<file path="config.mk">
export PLATFORM = sky130hd
export DESIGN_NAME = cbpc_top
export DESIGN_NICKNAME = d
export VERILOG_FILES = /design/src/include/cbpc_pkg.sv /design/src/cbpc_top.sv /design/src/cbpc_sync.sv /design/src/cbpc_out_gate.sv
export SDC_FILE = /design/constraint.sdc
export NUM_CORES = 1
export LEC_CHECK = 0
export BUFFER_PORTS_ARGS = -buffer_cell sky130_fd_sc_hd__clkbuf_2
export CORE_ASPECT_RATIO = 0.5
export CORE_MARGIN = 2
export CORE_UTILIZATION = 54
export CTS_CLUSTER_SIZE = 30
export DETAILED_ROUTE_END_ITERATION = 7
export GPL_ROUTABILITY_DRIVEN = 0
export MAX_ROUTING_LAYER = met4
export PLACE_DENSITY_LB_ADDON = 0.1
export REMOVE_ABC_BUFFERS = 1
export SLEW_MARGIN = 40
export SYNTH_ARGS = -nofsm -noshare
export SYNTH_HDL_FRONTEND = slang
export SYNTH_SLANG_ARGS = --single-unit
</file>
<file path="constraint.sdc">
create_clock -name clk_i -period 2.4 [get_ports clk_i]
set_input_delay 0.36 -clock clk_i [delete_from_list [all_inputs] [get_ports clk_i]]
set_output_delay 0.36 -clock clk_i [all_outputs]
set_load 0.02 [all_outputs]
</file>
<file path="src/include/cbpc_pkg.sv">
// Shared constants, types and helpers of the clock buffer power and configuration block
package cbpc_pkg;

    // ------------------------------------------------------------------
    // Clocking and timing
    // ------------------------------------------------------------------
    localparam int CLK_MHZ = 25;
    localparam int NUM_OUT = 12;
    localparam int CNT_W = 16;
    localparam int DELAY_NS = 100_000;
    localparam int LOCK_NS = 50_000;
    localparam int POWERUP_MAX_NS = 1_800_000;
    localparam int RESTART_MAX_NS = 300_000;
    localparam logic [CNT_W-1:0] DELAY_CYC = CNT_W'((DELAY_NS * CLK_MHZ + 999) / 1000);
    localparam logic [CNT_W-1:0] LOCK_CYC = CNT_W'((LOCK_NS * CLK_MHZ + 999) / 1000);
    localparam logic [4:0] CLKDET_CYC = 5'h10;

    // ------------------------------------------------------------------
    // Register map
    // ------------------------------------------------------------------
    localparam int WB_AW = 8;
    localparam logic [WB_AW-1:0] REG_CTRL = 8'h00;
    localparam logic [WB_AW-1:0] REG_OE_LO = 8'h04;
    localparam logic [WB_AW-1:0] REG_OE_HI = 8'h08;
    localparam logic [WB_AW-1:0] REG_STATUS = 8'h0C;
    localparam int CTRL_FREQ_BIT = 0;
    localparam int CTRL_MODE_LSB = 1;
    localparam int CTRL_SWEN_BIT = 3;
    localparam int CTRL_RB_LSB = 6;
    localparam logic [1:0] CTRL_MODE_RST = 2'h3;
    localparam logic CTRL_SWEN_RST = 1'b0;
    localparam logic [NUM_OUT-1:0] OE_RST = 12'hFFF;

    // ------------------------------------------------------------------
    // Types
    // ------------------------------------------------------------------
    typedef enum logic [1:0] {TRI_LOW = 2'h0, TRI_MID = 2'h1, TRI_HIGH = 2'h2} cbpc_tri_t;
    typedef enum logic [1:0] {
        MODE_PLL_LOW_BANDWIDTH = 2'h0,
        MODE_BYPASS = 2'h1,
        MODE_PLL_HIGH_BANDWIDTH = 2'h3
    } cbpc_mode_t;
    typedef enum logic [3:0] {
        ST_OFF = 4'h1, ST_DELAY = 4'h2, ST_WAIT = 4'h4, ST_RUN = 4'h8
    } cbpc_seq_t;
    typedef struct packed {
        logic cyc;
        logic stb;
        logic we;
        logic [WB_AW-1:0] adr;
        logic [3:0] sel;
        logic [31:0] dat;
    } cbpc_wb_req_t;
    typedef struct packed {
        logic ack;
        logic [31:0] dat;
    } cbpc_wb_rsp_t;
    typedef struct packed {
        logic freq_select_strap;
        logic [1:0] addr_strap_high;
        logic [1:0] addr_strap_low;
        logic [1:0] pll_bw_strap;
    } cbpc_straps_t;

    // ------------------------------------------------------------------
    // Helpers
    // ------------------------------------------------------------------
    // Tri-level strap to PLL mode
    function automatic cbpc_mode_t cbpc_bw_mode(input logic [1:0] lvl);
        case (lvl)
            TRI_LOW: cbpc_bw_mode = MODE_PLL_LOW_BANDWIDTH;
            TRI_MID: cbpc_bw_mode = MODE_BYPASS;
            default: cbpc_bw_mode = MODE_PLL_HIGH_BANDWIDTH;
        endcase
    endfunction : cbpc_bw_mode

    // Two tri-level straps to a management bus address
    function automatic logic [7:0] cbpc_addr_decode(input logic [1:0] hi, input logic [1:0] lo);
        logic [3:0] idx;
        idx = {(hi == TRI_LOW) ? 2'h0 : (hi == TRI_MID) ? 2'h1 : 2'h2,
               (lo == TRI_LOW) ? 2'h0 : (lo == TRI_MID) ? 2'h1 : 2'h2};
        case (idx)
            4'h0: cbpc_addr_decode = 8'hD8;
            4'h1: cbpc_addr_decode = 8'hDA;
            4'h2: cbpc_addr_decode = 8'hDE;
            4'h4: cbpc_addr_decode = 8'hC2;
            4'h5: cbpc_addr_decode = 8'hC4;
            4'h6: cbpc_addr_decode = 8'hC6;
            4'h8: cbpc_addr_decode = 8'hCA;
            4'h9: cbpc_addr_decode = 8'hCC;
            default: cbpc_addr_decode = 8'hCE;
        endcase
    endfunction : cbpc_addr_decode

endpackage : cbpc_pkg

</file>
<file path="src/cbpc_top.sv">
// Clock buffer power sequencing, strap capture and Wishbone control registers
//
// Summary of operation
// - Frequency strap low 133.33, high 100 MHz
// - Outputs run one-to-one with reference clock
// - Rate changes reach outputs without glitches
// - Two tri-level straps pick nine bus addresses
// - Power-good rise captures initial strap configuration
// - Afterwards the pin acts as power-down
// - Power-down parks outputs low, then stops oscillator
// - Two low samples park outputs at edge
// - Locked outputs within 1.8 ms of power-good
// - Parked outputs restart within 300 us
// - Bandwidth strap sets mode, read at 7:6
// - Bypass routes reference direct, else through PLL
// - Mode bits override strap only when enabled
// - Readback bits keep the latched strap mode
// - Management port supports standard-mode transfer rate
// - Management lines never held low long
// - General call transactions may be ignored
// - Power-down tri-states management pins, keeps registers
// - Sequencer steps off, delay, wait, run
// - Outputs off until clock, power, release, lock
// - Output active needs enable bit and pin
//
// The register offsets and the Wishbone slave port were chosen for this implementation.
`timescale 1ns/1ns
module cbpc_top #(
    parameter int N = cbpc_pkg::NUM_OUT,
    parameter logic [cbpc_pkg::CNT_W-1:0] DELAY_CYC = cbpc_pkg::DELAY_CYC,
    parameter logic [cbpc_pkg::CNT_W-1:0] LOCK_CYC = cbpc_pkg::LOCK_CYC
) (
    // Clock and reset
    input wire logic clk_i,
    input wire logic rst_i,
    // Wishbone slave
    input wire cbpc_pkg::cbpc_wb_req_t wb_req_i,
    output cbpc_pkg::cbpc_wb_rsp_t wb_rsp_o,
    // Reference clock and power control pin
    input wire logic ref_clk_i,
    input wire logic power_good_in_i,
    // Hardware straps
    input wire logic freq_select_strap_i,
    input wire logic [1:0] addr_strap_high_i,
    input wire logic [1:0] addr_strap_low_i,
    input wire logic [1:0] pll_bw_strap_i,
    // Per-output enable pins, active low
    input wire logic [N-1:0] out_en_n_i,
    // Differential outputs
    output logic [N-1:0] diff_clk_out_p_o,
    output logic [N-1:0] diff_clk_out_n_o,
    // Configuration and status
    output logic [7:0] mgmt_addr_o,
    output logic mgmt_pins_tristate_o,
    output logic [1:0] pll_mode_o,
    output logic freq_100m_o
);

    // ------------------------------------------------------------------
    // State
    // ------------------------------------------------------------------
    // Straps and address are set once,
    // at the first power-good rise;
    // only rst_i clears them
    typedef struct packed {
        cbpc_pkg::cbpc_seq_t seq;
        logic [cbpc_pkg::CNT_W-1:0] cnt;
        logic [4:0] clk_age;
        logic ref_prev;
        logic pg_seen;
        cbpc_pkg::cbpc_straps_t straps;
        logic [1:0] pd_falls;
        logic park;
        logic vco_on;
        logic locked;
        cbpc_pkg::cbpc_mode_t mode;
        logic [1:0] mode_reg;
        logic sw_en;
        logic [N-1:0] oe;
        logic ack;
        logic [31:0] rdat;
        logic [7:0] addr;
        logic tri_mgmt;
    } cbpc_top_state_t;

    localparam int SYNC_W = 2 + $bits(cbpc_pkg::cbpc_straps_t) + N;

    cbpc_top_state_t q;
    cbpc_top_state_t d;
    logic [SYNC_W-1:0] sync_w;
    logic ref_now;
    logic pg_now;
    logic [N-1:0] oe_n_now;
    cbpc_pkg::cbpc_straps_t straps_now;
    logic [N-1:0] gate_p;
    logic [N-1:0] gate_n;
    logic gate_idle;
    logic gate_run;
    logic clk_ok;

    // ------------------------------------------------------------------
    // Input synchronisers
    // ------------------------------------------------------------------
    // Every pin crosses two flops; straps and
    // power pin share them, so captured straps
    // line up with the rise that took them
    cbpc_sync #(
        .W(SYNC_W)
    ) u_sync (
        .clk_i(clk_i),
        .rst_i(rst_i),
        .async_i({ref_clk_i, power_good_in_i, freq_select_strap_i, addr_strap_high_i,
                  addr_strap_low_i, pll_bw_strap_i, out_en_n_i}),
        .sync_o(sync_w)
    );

    // Unpack the synchronised inputs
    // Order matches the concatenation above
    assign ref_now = sync_w[SYNC_W-1];
    assign pg_now = sync_w[SYNC_W-2];
    assign straps_now = sync_w[SYNC_W-3:N];
    assign oe_n_now = sync_w[N-1:0];
    assign clk_ok = (q.clk_age < cbpc_pkg::CLKDET_CYC);
    assign gate_run = q.locked & ~q.park;

    // ------------------------------------------------------------------
    // Output stage
    // ------------------------------------------------------------------
    // Enables move as the reference rises or clear on a lost clock,
    // so parking leaves no runt on either leg
    cbpc_out_gate #(
        .N(N)
    ) u_gate (
        .clk_i(clk_i),
        .rst_i(rst_i),
        .ref_lvl_i(ref_now),
        .clk_ok_i(clk_ok),
        .run_i(gate_run),
        .en_i(q.oe & ~oe_n_now),
        .diff_p_o(gate_p),
        .diff_n_o(gate_n),
        .idle_o(gate_idle)
    );

    // ------------------------------------------------------------------
    // Next-state logic
    // ------------------------------------------------------------------
    // Reference edges lag the pin by two cycles;
    // none for CLKDET_CYC cycles is a lost clock
    always_comb begin
        logic rise;
        logic fall;
        logic pd_low;
        logic hit;
        cbpc_pkg::cbpc_mode_t eff_mode;
        logic [31:0] rd;
        d = q;
        rise = ref_now & ~q.ref_prev;
        fall = ~ref_now & q.ref_prev;
        pd_low = q.pg_seen & ~pg_now;
        eff_mode = q.sw_en ? cbpc_pkg::cbpc_bw_mode(q.mode_reg)
                           : cbpc_pkg::cbpc_bw_mode(q.straps.pll_bw_strap);
        hit = wb_req_i.cyc & wb_req_i.stb;
        rd = 32'h0;

        // Reference clock activity detector
        // Age saturates at CLKDET_CYC
        d.ref_prev = ref_now;
        if (rise | fall) begin
            d.clk_age = 5'h0;
        end else if (clk_ok) begin
            d.clk_age = q.clk_age + 5'h1;
        end

        // Strap capture on the first power-good rise only
        // Later strap changes wait for rst_i
        if (!q.pg_seen && pg_now) begin
            d.pg_seen = 1'b1;
            d.straps = straps_now;
            d.addr = cbpc_pkg::cbpc_addr_decode(straps_now.addr_strap_high,
                                               straps_now.addr_strap_low);
        end

        // Power-down sampled on falling reference edges; two in a row park the outputs
        // One low sample alone never parks
        if (!pd_low) begin
            d.pd_falls = 2'h0;
            d.park = 1'b0;
        end else if (fall) begin
            if (q.pd_falls != 2'h2) begin
                d.pd_falls = q.pd_falls + 2'h1;
            end
            if (q.pd_falls != 2'h0) begin
                d.park = 1'b1;
            end
        end

        // Power-up sequencer
        // Mode and override are taken only as the
        // oscillator starts, the warm reset
        case (q.seq)
            cbpc_pkg::ST_OFF: begin
                d.seq = cbpc_pkg::ST_DELAY;
                d.cnt = '0;
            end
            cbpc_pkg::ST_DELAY: begin
                if (q.cnt == DELAY_CYC - 1'b1) begin
                    d.seq = cbpc_pkg::ST_WAIT;
                    d.cnt = '0;
                end else begin
                    d.cnt = q.cnt + 1'b1;
                end
            end
            cbpc_pkg::ST_WAIT: begin
                d.locked = 1'b0;
                if (clk_ok && q.pg_seen && pg_now && !q.park) begin
                    d.vco_on = 1'b1;
                    if (!q.vco_on) begin
                        d.mode = eff_mode;
                        d.cnt = '0;
                    end else if (q.mode == cbpc_pkg::MODE_BYPASS) begin
                        d.locked = 1'b1;
                        d.seq = cbpc_pkg::ST_RUN;
                    end else if (q.cnt == LOCK_CYC - 1'b1) begin
                        d.locked = 1'b1;
                        d.seq = cbpc_pkg::ST_RUN;
                    end else begin
                        d.cnt = q.cnt + 1'b1;
                    end
                end else begin
                    d.cnt = '0;
                end
            end
            cbpc_pkg::ST_RUN: begin
                if (!clk_ok || q.park) begin
                    d.seq = cbpc_pkg::ST_WAIT;
                    d.cnt = '0;
                end
            end
            default: begin
                d.seq = cbpc_pkg::ST_OFF;
            end
        endcase

        // Oscillator stops only once every output has settled low
        // so no leg freezes in a high phase
        if (q.park && gate_idle) begin
            d.vco_on = 1'b0;
            d.locked = 1'b0;
        end

        // Management pins float during power-down; register contents stay
        // The bus keeps working while pins float
        d.tri_mgmt = pd_low;

        // Register read data
        // Reads have no side effects
        case (wb_req_i.adr)
            cbpc_pkg::REG_CTRL: begin
                rd[cbpc_pkg::CTRL_FREQ_BIT] = q.straps.freq_select_strap;
                rd[cbpc_pkg::CTRL_MODE_LSB +: 2] = q.mode_reg;
                rd[cbpc_pkg::CTRL_SWEN_BIT] = q.sw_en;
                rd[cbpc_pkg::CTRL_RB_LSB +: 2] =
                    cbpc_pkg::cbpc_bw_mode(q.straps.pll_bw_strap);
            end
            cbpc_pkg::REG_OE_LO: begin
                rd[7:0] = q.oe[7:0];
            end
            cbpc_pkg::REG_OE_HI: begin
                rd[N-9:0] = q.oe[N-1:8];
            end
            cbpc_pkg::REG_STATUS: begin
                rd[15:0] = {q.addr, q.pg_seen, q.park, q.locked, clk_ok, q.seq};
            end
            default: begin
                rd = 32'h0;
            end
        endcase

        // Classic Wishbone: ack one cycle after the request, write at the ack edge
        // Read data is taken as ack rises and
        // stands while ack is high
        d.ack = hit & ~q.ack;
        if (hit && !q.ack) begin
            d.rdat = rd;
        end
        if (hit && q.ack && wb_req_i.we) begin
            case (wb_req_i.adr)
                cbpc_pkg::REG_CTRL: begin
                    if (wb_req_i.sel[0]) begin
                        d.mode_reg = wb_req_i.dat[cbpc_pkg::CTRL_MODE_LSB +: 2];
                        d.sw_en = wb_req_i.dat[cbpc_pkg::CTRL_SWEN_BIT];
                    end
                end
                cbpc_pkg::REG_OE_LO: begin
                    if (wb_req_i.sel[0]) begin
                        d.oe[7:0] = wb_req_i.dat[7:0];
                    end
                end
                cbpc_pkg::REG_OE_HI: begin
                    if (wb_req_i.sel[0]) begin
                        d.oe[N-1:8] = wb_req_i.dat[N-9:0];
                    end
                end
                default: begin
                    d.oe = q.oe;
                end
            endcase
        end
    end

    // ------------------------------------------------------------------
    // State register
    // ------------------------------------------------------------------
    // Reset also drops the captured straps,
    // so it counts as a power cycle
    always_ff @(posedge clk_i) begin
        if (rst_i) begin
            q <= '{seq: cbpc_pkg::ST_OFF, cnt: '0, clk_age: cbpc_pkg::CLKDET_CYC,
                   ref_prev: 1'b0, pg_seen: 1'b0, straps: '0, pd_falls: 2'h0,
                   park: 1'b0, vco_on: 1'b0, locked: 1'b0,
                   mode: cbpc_pkg::MODE_PLL_HIGH_BANDWIDTH,
                   mode_reg: cbpc_pkg::CTRL_MODE_RST, sw_en: cbpc_pkg::CTRL_SWEN_RST,
                   oe: cbpc_pkg::OE_RST, ack: 1'b0, rdat: 32'h0, addr: 8'h0,
                   tri_mgmt: 1'b0};
        end else begin
            q <= d;
        end
    end

    // ------------------------------------------------------------------
    // Outputs
    // ------------------------------------------------------------------
    // Each output comes from a flop
    assign wb_rsp_o = '{ack: q.ack, dat: q.rdat};
    assign diff_clk_out_p_o = gate_p;
    assign diff_clk_out_n_o = gate_n;
    assign mgmt_addr_o = q.addr;
    assign mgmt_pins_tristate_o = q.tri_mgmt;
    assign pll_mode_o = q.mode;
    assign freq_100m_o = q.straps.freq_select_strap;

endmodule : cbpc_top

</file>
<file path="src/cbpc_sync.sv">
// Two-flop synchroniser for inputs from outside the clock domain
`timescale 1ns/1ns
module cbpc_sync #(
    parameter int W = 1
) (
    // Clock and reset
    input wire logic clk_i,
    input wire logic rst_i,
    // Asynchronous input and synchronised output
    input wire logic [W-1:0] async_i,
    output logic [W-1:0] sync_o
);

    typedef struct packed {
        logic [W-1:0] meta;
        logic [W-1:0] stable;
    } cbpc_sync_state_t;

    cbpc_sync_state_t q;
    cbpc_sync_state_t d;

    // First stage feeds only the second stage
    always_comb begin
        d = q;
        d.meta = async_i;
        d.stable = q.meta;
    end

    // State register
    always_ff @(posedge clk_i) begin
        if (rst_i) begin
            q <= '0;
        end else begin
            q <= d;
        end
    end

    assign sync_o = q.stable;

endmodule : cbpc_sync

</file>
<file path="src/cbpc_out_gate.sv">
// Glitch-free gating of the differential outputs from the sampled reference clock
`timescale 1ns/1ns
module cbpc_out_gate #(
    parameter int N = 12
) (
    // Clock and reset
    input wire logic clk_i,
    input wire logic rst_i,
    // Reference clock level and its health
    input wire logic ref_lvl_i,
    input wire logic clk_ok_i,
    // Enables
    input wire logic run_i,
    input wire logic [N-1:0] en_i,
    // Differential outputs
    output logic [N-1:0] diff_p_o,
    output logic [N-1:0] diff_n_o,
    output logic idle_o
);

    typedef struct packed {
        logic lvl;
        logic [N-1:0] act;
        logic [N-1:0] p;
        logic [N-1:0] n;
        logic idle;
    } cbpc_gate_state_t;

    cbpc_gate_state_t q;
    cbpc_gate_state_t d;
    logic [N-1:0] want;

    // Enables change as the reference rises or clear when the clock is lost, so no leg's pulse is cut short
    always_comb begin
        d = q;
        want = run_i ? en_i : '0;
        d.lvl = ref_lvl_i;
        if (!clk_ok_i) begin
            d.act = '0;
        end else if (ref_lvl_i && !q.lvl) begin
            d.act = want;
        end
        d.p = ref_lvl_i ? d.act : '0;
        d.n = ref_lvl_i ? '0 : d.act;
        d.idle = (d.act == '0);
    end

    // State register
    always_ff @(posedge clk_i) begin
        if (rst_i) begin
            q <= '{lvl: 1'b0, act: '0, p: '0, n: '0, idle: 1'b1};
        end else begin
            q <= d;
        end
    end

    assign diff_p_o = q.p;
    assign diff_n_o = q.n;
    assign idle_o = q.idle;

endmodule : cbpc_out_gate

</file>
==> flow_summary.toml <==
[run_status]
status = "complete, no violations"

[synthesis]
seq_area_frac_synth_pct = 47.3
synthArstFlopShare_pct = 0
synth_edf_count = 0
yosysTopAreaCell = "dfxtp_1"
synth_common_cells = "150 x dfxtp_1, 67 x buf_4, 53 x nor2_1, 47 x inv_1, 47 x nor2b_1"
synth.top_cell.area_share_pct = 47.3
synth_top_flop_cell = "dfxtp_1"
syn_area_um2 = 6350
synth_cell_types = 57
yosysMostFrequentCell = "dfxtp_1"
syn_area_per_cell_um2 = 9.22
yosysWarnings = 0
synth_seq_cells = 150
synth.area.top_cells = "dfxtp_1 47%, buf_4 7.9%, nor2b_1 4.6%, mux2i_1 3.9%, nor2_1 3.1%"
syn_inst = 688

[global_routing]
overflow = 0
grt_max_degree = 105
busiest_layer = "met2"
globalRouteTotalUtil_pct = 23.5
gr-usage-met1_pct = 31.3
grtUsageMet2_pct = 35.9
grtUsageMet3_pct = 5.13
antenna_found_initial = 0
grt_pass1_vias = 4627
grt_first_pass_wirelength_um = 22800

[critical_path]
end_kind = "flip-flop"
cp_slowest_cell = "or4_4"
crit_arrival_ns = 2.51
worstSetupPathType = "reg -> reg"
required_ns = 2.69
r2r_slack_ns = 0.18
cpPeakStageDelay_ns = 0.57
path_cells = "or4_4, or4_4, and3b_1, buf_12, o211ai_1, o211ai_1"
worstPathMaxFanout = 15
startpoint_type = "flip-flop"

[drt]
via_count = 4787
ant_nets = 0
wire_per_inst_um = 15.1
first_iter_violations = 322
drt-total-wl_um = 13700
drc = 0
vias_per_cell = 5.27
first_pass_iters = 4

[final_layout]
fin_area_um2 = 7250
nNetsFinal = 814
stdcell_count = 909
area_growth_pct = 14.2
diodes = 0
fin_util_pct = 64.6
n_fill_cell = 964
layout-drive-gt1-share_pct = 22.4

[sta]
fin_crit_sh_pct = 92.4
tns_ns = 0
whs_ns = 0.150
tightestPinTransition_ns = 0.680
hold_viol_final = 0
fin_skew_ns = 0.0121
fmax_mhz = 451
finalSetupViolCount = 0
period_needed_ns = 2.22
rsz0062_at_grt = "no"
drv_slew = 0
slew-limit-headroom_pct = 54.7

[clocking]
clockRootBuffer = "clkbuf_16"
cts_resized = 0
cts_buffers = 17
cts_setup_buffers = 0
hold_buffers = 0
insertion_delay_ns = 0.42
h-tree-depth = 4
clock-sinks = 150
clockBufferDepth = 2
cts_tree = "built"
clk_pin_slew_ns = 0.07

[placement]
dp_cells = 877
placed_area_um2 = 6660
dp_hpwl_um = 9250
port-buffer-count = 91

[power_and_ir_drop]
power.switching_uw = 1440
seq_power_share_pct = 45.9
p_leak_uw = 0.00294
p_per_area_nw_per_um2 = 777
power.internal_uw = 4200
netSwitchingFraction_pct = 25.5
share_clk_of_total_power_pct = 47.1
pwr-share-comb_pct = 7.0
vdd_drop_max_uv = 436

[floorplanning]
num_io_pins = 139
die_w_um = 157
fp-row-count = 27
dieArea_um2 = 12700
die-height_um = 80.7
initial_core_util_pct = 56.6
core-area_um2 = 11200

[run]
maxCapViolCount = 0

[worst_hold_path]
hp-class = "in -> reg"
## power groups by stage
stage / clock [uW] / combinational, uW / sequential (uW)
final: 2660 / 394 / 2590
after global routing: 2810 / 434 / 2590
after CTS: 2680 / 393 / 2590
after detailed placement: 0 / 390 / 2640
after global placement: 0 / 384 / 2640
after floorplan: 0 / 202 / 2650
## sequential cells by signal (all words and copies together) (netlist names)
| signal | count |
|---|---|
| u_gate.q | 13 |
| q | 47 |
| mgmt_pins_tristate_o | 1 |
| u_gate.idle_o | 1 |
| wb_rsp_o | 14 |
| pll_mode_o | 2 |
| freq_100m_o | 1 |
| u_sync.d | 21 |
| u_gate.diff_n_o | 12 |
| u_sync.sync_o | 21 |
| u_gate.diff_p_o | 12 |
| mgmt_addr_o | 5 |
## per-stage QoR
stage          setup WS (ns)  power [uW]
2_1_floorplan          0.167        2850
3_3_place_gp           0.185        3030
3_5_place_dp           0.152        3030
4_1_cts                0.180        5660
5_1_grt               0.0869        5840
6_report               0.183        5640
## path summary, 6_finish.rpt
kind	startpoint	endpoint	depth (start not counted)
min	out_en_n_i[9]	u_sync.d[9]$_SDFF_PP0_	2
min reg2reg	u_sync.sync_o[12]$_SDFF_PP0_	q[64]$_SDFFE_PP0P_	2
max	q[80]$_SDFFE_PP0P_	q[81]$_SDFFE_PP0P_	6
max reg2reg	q[80]$_SDFFE_PP0P_	q[81]$_SDFFE_PP0P_	6
## cells in the final DEF, fill, tap and decap left out, drive strengths merged, types with 5 or more instances in the layout
cell type,synthesis,routed
a21oi,25,25
a22oi,21,21
a32oi,15,15
and3,5,5
buf,79,27
clkbuf,27,108
conb,1,20
dfxtp,150,150
ha,7,7
inv,47,55
mux2i,25,25
nand2,37,37
nand3,12,12
nand3b,6,6
nand4,5,5
nor2,53,53
nor2b,47,47
nor3,20,20
nor4,24,24
o211ai,16,16
o21ai,11,11
or2,6,6
## logic make-up after synthesis
logic type                 after synthesis  synth area share [%]
and+or+nand+nor                        236                  20.4
buffers and inverters                  153                  13.3
DFF                                    150                  47.3
AOI/OAI and AO/OA                      110                  12.7
muxes                                   25                  3.94
adders and majority gates                7                  1.38
xor gates and xnor gates                 6                 0.828
other                                    1                0.0591
## area by class of cell
cell class	count	area, um2	area share, %
flip-flops and latches	150	3000	41.4
clock buffers	18	439	6.06
repair buffers	117	691	9.53
clock inverters	14	155	2.14
multi-input cells	404	2590	35.7
inverters	47	176	2.43
well taps	159	199	2.74
## worst max-delay path, delay by kind of cell (launching register included)
kind / cells / cell delay (ns)
compound gates: 2 / 0.29
buf+inv: 1 / 0.16
flops: 1 / 0.32
simple gates: 3 / 1.32
## layer usage
metal / wire [um] / vias to the layer above
met2: 6270 / 98
met1: 6820 / 2280
met3: 527 / 9
li1: - / 2400
met5: 0 / -
met4: 92 / 0
Note: power is estimated with default switching activity, not from simulation.
